File: src/pkg/acc_pkg.sv
// Constants and types for the control core.
// Assumes one 250 MHz clock; all times are converted to cycles of it.
// Function
// - Turbo comparison cycle from oscillator and divider
// - Eight channels configured independently
// - Kind, direction, driver decode channel role
// - Digital output drives output level bit
// - Window events may drive outputs
// - Pin level word shows every channel
// - One 3-bit averaging ratio for all
// - 16-bit result readable after completion
// - Host starts first; device starts the rest
// - Run time is samples times cycle
// - Bus-started run holds SCL low
// - Trigger start reports pollable done flag
// - Trigger result lands in latest registers
// - Autonomous mode walks masked channels in turn
// - Window compare uses upper 12 bits
// - Check byte logic only when enabled
// - Check byte is x^8+x^2+x+1 remainder
// - Check register starts from zero
// - Device recomputes and compares received check
// - Mismatch discards, flags error, blocks writes
// - Each sent byte followed by check byte
package acc_pkg;

   // ==========================================================
   // Timing
   // ==========================================================
   localparam int unsigned CLK_PERIOD_PS  = 4000;      // 250 MHz
   localparam int unsigned COMP_BASE_PS   = 312500;    // 0.3125 us, divider 0, fast oscillator
   localparam int unsigned SMP_BASE_PS    = 1000000;   // 1 us averaging cycle, divider 0, fast
   localparam int unsigned SLOW_OSC_RATIO = 32;        // Slow oscillator stretches cycle 32x
   localparam int          CNT_W          = 24;

   // ==========================================================
   // Check byte
   // ==========================================================
   localparam logic [7:0]  CRC_POLY = 8'h07;           // Low eight coefficients of 100000111
   localparam logic [7:0]  CRC_INIT = 8'h00;

   // ==========================================================
   // Averaging
   // ==========================================================
   localparam int          NUM_CH   = 8;
   localparam int          SMP_W    = 12;
   localparam int          RES_W    = 16;
   localparam int          ACC_W    = 19;              // 12 bits plus up to 128 samples
   localparam int          CMP_W    = 12;

   // Averaging sequencer states, one-hot
   typedef enum logic [3:0]
   {
      ACC_IDLE   = 4'b0001,
      ACC_SAMPLE = 4'b0010,
      ACC_WAIT   = 4'b0100,
      ACC_DONE   = 4'b1000
   } acc_state_t;

endpackage

File: src/acc_core.sv
// Converter control core: turbo timing, pins, averaging, check bytes.
// Assumes a byte-level serial front end and a sampling converter.
`timescale 1ns/1ps
`default_nettype none

module acc_core
   import acc_pkg::*;
#(
   parameter int unsigned COMP_BASE_PS_P = COMP_BASE_PS,
   parameter int unsigned SMP_BASE_PS_P  = SMP_BASE_PS
)
(
   input  wire logic                clk,
   input  wire logic                nrst,
   // Timing setup
   input  wire logic                oscillator_select,
   input  wire logic [3:0]          clk_div,
   input  wire logic                turbo_mode,
   output logic                     comp_strobe,
   // Channel pins
   input  wire logic [NUM_CH-1:0]   pin_kind,
   input  wire logic [NUM_CH-1:0]   pin_dir,
   input  wire logic [NUM_CH-1:0]   output_driver_type,
   input  wire logic [NUM_CH-1:0]   output_level_word,
   input  wire logic [NUM_CH-1:0]   event_drive_en,
   input  wire logic [NUM_CH-1:0]   event_level,
   input  wire logic [NUM_CH-1:0]   window_event,
   input  wire logic [NUM_CH-1:0]   pad_in,
   output logic [NUM_CH-1:0]        pad_out,
   output logic [NUM_CH-1:0]        pad_oe,
   output logic [NUM_CH-1:0]        pin_level_word,
   // Averaging control
   input  wire logic [2:0]          averaging_ratio,
   input  wire logic                statistics_enable,
   input  wire logic                bus_conv_start,
   input  wire logic                conversion_trigger_bit,
   input  wire logic                autonomous_mode,
   input  wire logic [NUM_CH-1:0]   sequence_channel_mask,
   input  wire logic [2:0]          start_channel,
   input  wire logic                done_clear,
   output logic                     averaging_done_flag,
   output logic                     scl_hold_low,
   output logic                     run_busy,
   // Converter
   output logic                     sample_req,
   output logic [2:0]               sample_channel,
   input  wire logic                sample_valid,
   input  wire logic [SMP_W-1:0]    sample_data,
   // Results
   output logic [RES_W-1:0]         avg_result,
   output logic                     avg_valid,
   output logic [CMP_W-1:0]         cmp_value,
   input  wire logic [2:0]          read_channel,
   output logic [7:0]               latest_result_low,
   output logic [7:0]               latest_result_high,
   // Check byte, inbound
   input  wire logic                crc_en,
   input  wire logic                rx_valid,
   input  wire logic                rx_addr,
   input  wire logic [7:0]          rx_data,
   input  wire logic                error_clear,
   output logic                     inbound_check_error,
   output logic                     wr_valid,
   output logic [7:0]               wr_data,
   // Check byte, outbound
   input  wire logic                tx_load,
   input  wire logic [7:0]          tx_data,
   output logic                     tx_accept,
   output logic                     tx_valid,
   output logic [7:0]               tx_byte,
   input  wire logic                tx_ready
);

   // ==========================================================
   // Helpers
   // ==========================================================
   // Divider codes step 1, 1.5, 2, 3, 4, 6 ... times the base cycle
   function automatic logic [CNT_W-1:0] cycle_count(input logic [63:0] base_ps,
                                                   input logic [3:0]  div,
                                                   input logic        slow);
      logic [63:0] half_mult;
      logic [63:0] ps;
      half_mult = (div[0] ? 64'd3 : 64'd2) << div[3:1];
      ps        = (base_ps * half_mult) >> 1;
      if (slow)
         ps = ps * 64'(SLOW_OSC_RATIO);
      ps = ps / 64'(CLK_PERIOD_PS);          // Longest time, rounded down
      if (ps == 64'd0)
         ps = 64'd1;
      return CNT_W'(ps - 64'd1);
   endfunction

   // Bitwise division, register preset to zero
   function automatic logic [7:0] crc8(input logic [7:0] data);
      logic [7:0] r;
      r = CRC_INIT;
      for (int i = 7; i >= 0; i--)
      begin
         r = (r[7] ^ data[i]) ? ((r << 1) ^ CRC_POLY) : (r << 1);
      end
      return r;
   endfunction

   // Next masked channel after cur, wrapping; nearest one wins
   function automatic logic [2:0] next_chan(input logic [7:0] mask, input logic [2:0] cur);
      logic [2:0] n;
      logic [2:0] pick;
      pick = cur;
      for (int i = NUM_CH; i >= 1; i--)
      begin
         n = 3'(cur + 3'(i));
         if (mask[n])
            pick = n;
      end
      return pick;
   endfunction

   // ==========================================================
   // State
   // ==========================================================
   typedef struct packed {
      acc_state_t                 state;
      logic [2:0]                 chan;
      logic [7:0]                 left;
      logic [CNT_W-1:0]           timer;
      logic [ACC_W-1:0]           acc;
      logic [2:0]                 ratio;
      logic                       stretch;
      logic                       by_trigger;
      logic                       done_flag;
      logic                       req;
      logic [RES_W-1:0]           avg;
      logic                       avg_valid;
      logic [NUM_CH*RES_W-1:0]    latest;
      logic [7:0]                 rd_low;
      logic [7:0]                 rd_high;
      logic [CNT_W-1:0]           comp_timer;
      logic                       comp_strobe;
      logic [NUM_CH-1:0]          pad_out;
      logic [NUM_CH-1:0]          pad_oe;
      logic [NUM_CH-1:0]          pin_level;
      logic                       rx_phase;
      logic [7:0]                 rx_hold;
      logic                       crc_err;
      logic                       wr_valid;
      logic [7:0]                 wr_data;
      logic                       tx_valid;
      logic                       tx_crc_pending;
      logic [7:0]                 tx_byte;
      logic [7:0]                 tx_crc;
   } acc_regs_t;

   acc_regs_t s_reg;
   acc_regs_t s_next;

   logic [CNT_W-1:0] comp_cycles;
   logic [CNT_W-1:0] smp_cycles;
   logic             start_any;
   logic             autonomous_go;
   logic [2:0]       auto_chan;
   logic [RES_W-1:0] result;
   logic             pin_drive;

   assign comp_cycles   = cycle_count(64'(COMP_BASE_PS_P), clk_div, oscillator_select);
   assign smp_cycles    = cycle_count(64'(SMP_BASE_PS_P), clk_div, oscillator_select);
   assign auto_chan     = next_chan(sequence_channel_mask, s_reg.chan);
   assign autonomous_go = autonomous_mode && (sequence_channel_mask != 8'h00);
   assign start_any     = bus_conv_start || (conversion_trigger_bit && statistics_enable) || autonomous_go;
   // Sum times 16 over sample count; widened first so no top bit is lost
   assign result        = RES_W'(({4'h0, s_reg.acc} << 4) >> s_reg.ratio);

   // ==========================================================
   // Next-state logic
   // ==========================================================
   always_comb
   begin
      s_next             = s_reg;
      s_next.req         = 1'b0;
      s_next.avg_valid   = 1'b0;
      s_next.comp_strobe = 1'b0;
      s_next.wr_valid    = 1'b0;
      pin_drive          = 1'b0;

      // Comparison tick in turbo mode
      if (!turbo_mode)
         s_next.comp_timer = comp_cycles;
      else if (s_reg.comp_timer == '0)
      begin
         s_next.comp_timer  = comp_cycles;
         s_next.comp_strobe = 1'b1;
      end
      else
         s_next.comp_timer = s_reg.comp_timer - 1'b1;

      // Averaging: one start, rest paced by timer
      if (s_reg.timer != '0)
         s_next.timer = s_reg.timer - 1'b1;
      case (s_reg.state)
         ACC_IDLE:
         begin
            if (start_any)
            begin
               s_next.state      = ACC_SAMPLE;
               s_next.ratio      = averaging_ratio;
               s_next.left       = 8'(8'd1 << averaging_ratio);
               s_next.acc        = '0;
               s_next.timer      = smp_cycles;
               s_next.req        = 1'b1;
               s_next.stretch    = bus_conv_start;
               s_next.by_trigger = !bus_conv_start && conversion_trigger_bit && statistics_enable;
               s_next.chan       = (bus_conv_start || s_next.by_trigger) ? start_channel : auto_chan;
            end
         end
         ACC_SAMPLE:
         begin
            if (sample_valid)
            begin
               s_next.acc   = s_reg.acc + ACC_W'(sample_data);
               s_next.left  = s_reg.left - 8'd1;
               s_next.state = ACC_WAIT;
            end
         end
         ACC_WAIT:
         begin
            // One full cycle per sample
            if (s_reg.timer == '0)
            begin
               if (s_reg.left == 8'd0)
                  s_next.state = ACC_DONE;
               else
               begin
                  s_next.state = ACC_SAMPLE;
                  s_next.timer = smp_cycles;
                  s_next.req   = 1'b1;
               end
            end
         end
         ACC_DONE:
         begin
            s_next.state     = ACC_IDLE;
            s_next.avg       = result;
            s_next.avg_valid = 1'b1;
            s_next.stretch   = 1'b0;
            s_next.latest[s_reg.chan*RES_W +: RES_W] = result;
            if (s_reg.by_trigger)
               s_next.done_flag = 1'b1;
         end
         default:
            s_next.state = ACC_IDLE;
      endcase
      // Set wins over a clear in the same cycle
      if (done_clear && !(s_reg.state == ACC_DONE && s_reg.by_trigger))
         s_next.done_flag = 1'b0;

      // Registered read port of the latest results
      s_next.rd_low  = s_next.latest[read_channel*RES_W +: 8];
      s_next.rd_high = s_next.latest[read_channel*RES_W + 8 +: 8];

      // Channel pins, each decoded on its own
      for (int i = 0; i < NUM_CH; i++)
      begin
         pin_drive = (event_drive_en[i] && window_event[i]) ? event_level[i]
                                                             : output_level_word[i];
         if (pin_kind[i] && pin_dir[i])
         begin
            // Open drain only pulls low; push-pull drives both levels
            s_next.pad_out[i] = output_driver_type[i] ? pin_drive : 1'b0;
            s_next.pad_oe[i]  = output_driver_type[i] ? 1'b1 : !pin_drive;
         end
         else
         begin
            s_next.pad_out[i] = 1'b0;
            s_next.pad_oe[i]  = 1'b0;
         end
      end
      s_next.pin_level = pad_in;

      // Inbound: data, then check byte if enabled
      if (rx_valid)
      begin
         if (rx_addr)
            s_next.rx_phase = 1'b0;
         else if (!crc_en)
         begin
            s_next.rx_phase = 1'b0;
            s_next.wr_valid = !s_reg.crc_err;
            s_next.wr_data  = rx_data;
         end
         else if (!s_reg.rx_phase)
         begin
            s_next.rx_phase = 1'b1;
            s_next.rx_hold  = rx_data;
         end
         else
         begin
            s_next.rx_phase = 1'b0;
            if (crc8(s_reg.rx_hold) == rx_data)
            begin
               s_next.wr_valid = !s_reg.crc_err;
               s_next.wr_data  = s_reg.rx_hold;
            end
            else
               s_next.crc_err = 1'b1;
         end
      end
      // Mismatch wins over a clear
      if (error_clear && !(rx_valid && !rx_addr && crc_en && s_reg.rx_phase
                           && crc8(s_reg.rx_hold) != rx_data))
         s_next.crc_err = 1'b0;

      // Outbound: each byte then its check byte
      if (s_reg.tx_valid && tx_ready)
      begin
         if (s_reg.tx_crc_pending)
         begin
            s_next.tx_byte        = s_reg.tx_crc;
            s_next.tx_crc_pending = 1'b0;
         end
         else
            s_next.tx_valid = 1'b0;
      end
      if (tx_load && !s_reg.tx_valid)
      begin
         s_next.tx_valid       = 1'b1;
         s_next.tx_byte        = tx_data;
         s_next.tx_crc         = crc8(tx_data);
         s_next.tx_crc_pending = crc_en;
      end
   end

   // ==========================================================
   // State register
   // ==========================================================
   always_ff @(posedge clk or negedge nrst)
   begin
      if (!nrst)
      begin
         s_reg       <= '0;
         s_reg.state <= ACC_IDLE;
      end
      else
         s_reg <= s_next;
   end

   // ==========================================================
   // Outputs
   // ==========================================================
   assign comp_strobe         = s_reg.comp_strobe;
   assign pad_out             = s_reg.pad_out;
   assign pad_oe              = s_reg.pad_oe;
   assign pin_level_word      = s_reg.pin_level;
   assign averaging_done_flag = s_reg.done_flag;
   assign scl_hold_low        = s_reg.stretch;
   assign run_busy            = (s_reg.state != ACC_IDLE);
   assign sample_req          = s_reg.req;
   assign sample_channel      = s_reg.chan;
   assign avg_result          = s_reg.avg;
   assign avg_valid           = s_reg.avg_valid;
   assign cmp_value           = s_reg.avg[RES_W-1 -: CMP_W];
   assign latest_result_low   = s_reg.rd_low;
   assign latest_result_high  = s_reg.rd_high;
   assign inbound_check_error = s_reg.crc_err;
   assign wr_valid            = s_reg.wr_valid;
   assign wr_data             = s_reg.wr_data;
   assign tx_accept           = !s_reg.tx_valid;
   assign tx_valid            = s_reg.tx_valid;
   assign tx_byte             = s_reg.tx_byte;

endmodule

`default_nettype wire

File: config.mk
export PLATFORM = sky130hd
export DESIGN_NAME = acc_core
export DESIGN_NICKNAME = d
export VERILOG_FILES = /design/src/pkg/acc_pkg.sv /design/src/acc_core.sv
export SDC_FILE = /design/constraint.sdc
export NUM_CORES = 1
export LEC_CHECK = 0
export BUFFER_PORTS_ARGS = -buffer_cell sky130_fd_sc_hd__clkbuf_2
export CORE_AREA = 8 8 311 313
export DETAILED_ROUTE_END_ITERATION = 10
export DIE_AREA = 0 0 319 321
export MAX_ROUTING_LAYER = met4
export SLEW_MARGIN = 20
export SYNTH_ARGS = -nofsm -noshare
export SYNTH_HDL_FRONTEND = slang
export SYNTH_SLANG_ARGS = --single-unit
File: constraint.sdc
create_clock -name clk -period 4.01 [get_ports clk]
set_input_delay 1.0025 -clock clk [delete_from_list [all_inputs] [get_ports clk]]
set_output_delay 1.0025 -clock clk [all_outputs]
set_load 0.05 [all_outputs]
==> flow_metrics.env <==
export IMPL_status="finished, violations left"
export IMPL_failed_checks="setup timing"
export IMPL_die_w_um=319
export IMPL_hold_viol_final=0
export IMPL_hold_path_class="primary input to asynchronous set/reset pin"
export IMPL_n_fill_cell=7824
export IMPL_worst_clock_skew_ns=0.0228
export IMPL_slowest_stage="fa_2"
export IMPL_gp_congestion=0.903
export IMPL_numCtsBuffers=30
export IMPL_period_minus_slack_ns=21.46
export IMPL_drt_wl_total_mm=121
export IMPL_ant_nets=0
export IMPL_ys_top_cells_by_area="dfrtp_1, ha_1, mux2_2"
export IMPL_final_common_cell="buf_4"
export IMPL_drcViolationCount=0
export IMPL_grt_antenna_before_repair=1
export IMPL_grt_ovfl_total=0
export IMPL_syn_cell_area_sq_um=36400
export IMPL_grt_usage=0.226
export IMPL_syn_avg_cell_area_sq_um=8.37
export IMPL_die_h_um=321
export IMPL_rsz0062_at_grt="yes"
export IMPL_max_slew_worst_pin_slew_ns=1.02
export IMPL_grt_pass1_vias=38500
export IMPL_cp_max_fo=8
export IMPL_cp_arrival_ns=21.98
export IMPL_fin_ws_ns=-17.45
export IMPL_synth_top_area_share=0.214
export IMPL_num_io_pins=226
export IMPL_cts_max_level=1
export IMPL_core_sq_um=92200
export IMPL_wire_per_inst_um=17.2
export IMPL_tritoncts="done"
export IMPL_slew_headroom=0.318
export IMPL_crit_required_ns=4.53
export IMPL_start_util=0.395
export IMPL_setup_worst_path_class="primary input to register"
export IMPL_clock_latency_ns=0.59
export IMPL_max_freq_ghz=0.0466
export IMPL_clk_pin_slew_worst_paths_ns=0.07
export IMPL_drt_iter0_drc=2328
export IMPL_cp_common_cell="buf_4"
export IMPL_fp_row_count=112
export IMPL_synth_edf_count=0
export IMPL_post_route_period_util=5.35
export IMPL_syn_inst=4354
export IMPL_final_cell_mix="buf_4, nand2_1, nor2_1"
export IMPL_cts_sinks=312
export IMPL_grt_pass1_wl_mm=194
export IMPL_cp_top_family="compound AO/OA/AOI/OAI gates"
export IMPL_cts_buffer_depth=3
export IMPL_synth_seq_cells=312
export IMPL_async_flop_share=1.00
export IMPL_drv_slew=0
export IMPL_cp_buffers_inverters=17
export IMPL_root_buffer="clkbuf_16"
export IMPL_ys_types=149
export IMPL_largest_register_ffs=229
export IMPL_register_area_sq_um=7810
export IMPL_via_count=38600
export IMPL_ys_seq_area_frac=0.214
export IMPL_routed_via_density=5.49
export IMPL_end_kind="register"
export IMPL_yosysTopAreaCell="dfrtp_1"
export IMPL_dp_hpwl_mm=91.8
export IMPL_drive_gt1_frac=0.457
export IMPL_setup_viol=47
export IMPL_cts_hold_buffers=0
export IMPL_slowest_delay_ns=0.57
export IMPL_maxCapViolations=0
export IMPL_hold_ws_ns=0.370
export IMPL_grt_max_degree=84
export IMPL_yosys_most_used_dff="dfrtp_1"
export IMPL_startpoint_type="primary input"
export IMPL_layout_nets=6206
export IMPL_portBuffers=225
export IMPL_yosys_warnings=0
export IMPL_multi_input_area_sq_um=31000
export IMPL_area_delta_synth_final_pct=49.6
export IMPL_die_area_sq_um=102000
export IMPL_firstDrtPassIters=5
-- metal layers --
metal / vias up / GRT usage / wire (um)
met4: 0 / 0.0501 / 2630
met3: 172 / 0.0203 / 4320
met1: 18600 / 0.290 / 54500
met5: - / - / 0
met2: 810 / 0.389 / 59600
li1: 19000 / - / -
-- per-stage QoR --
stage | cells | worst slack [ns] | cell area (sq um) | setup TNS (ns) | utilization
after global placement | 6780 | -18.40 | 48600 | -792.24 | 0.527
after global routing | 7033 | -18.27 | 54500 | -782.93 | 0.591
after CTS | 6948 | -17.02 | 52100 | -733.20 | 0.565
after detailed placement | 6780 | -18.70 | 48600 | -800.11 | 0.527
final | 7034 | -17.45 | 54500 | -748.40 | 0.591
after floorplan | 4358 | -18.05 | 38000 | -755.45 | -
-- cells in the mapped netlist, drive strengths merged, types with 123 or more instances --
cell	instances
nand2	446
nor2	371
dfrtp	311
o21ai	283
a21oi	236
ha	218
xnor2	199
inv	197
mux2	155
buf	146
mux2i	134
nand3	130
nor3	123
-- repair_timing --
action,in CTS,in global routing
endpoints found under the setup margin,47,47
setup buffers,114,87
resized for setup,332,337
pin swaps,195,235
cloned,2,0
-- cells by family after synthesis --
group,after synthesis,synth area share
XOR/XNOR,271,0.0666
AO/OA/AOI/OAI,1223,0.243
flip-flops,312,0.214
adder cells (fa/ha/maj),279,0.104
multiplexers,333,0.113
AND/OR/NAND/NOR,1492,0.200
other,2,0.000206
buffers and inverters,442,0.0583
-- path summary, 6_finish.rpt --
kind	start	end	slack, ns	cells past startpoint
hold / removal	nrst	tx_byte[6]$_DFFE_PN0P_	0.37	1
max in group asynchronous	nrst	s_reg[74]$_DFF_PN0_	2.78	2
setup / recovery	clk_div[1]	s_reg[293]$_DFF_PN0_	-17.45	100
hold reg to reg	s_reg[249]$_DFFE_PN0P_	averaging_done_flag$_DFFE_PN0P_	0.48	2
min in group clk	s_reg[249]$_DFFE_PN0P_	averaging_done_flag$_DFFE_PN0P_	0.48	2
setup reg to reg	s_reg[251]$_DFFE_PN0P_	latest_result_low[5]$_DFF_PN0_	0.53	9
-- layout make-up --
cell class                 count  area share
multi-input combinational   3606       0.570
timing repair buffer        1666       0.227
antenna                        2   0.0000918
clock buffer                  37      0.0146
inverter                     198      0.0142
clock inverter                16     0.00395
tap                         1197      0.0275
sequential                   312       0.143
Power is not shown: default switching activity piles up to over one toggle a cycle in this logic, so the estimate is an artifact.
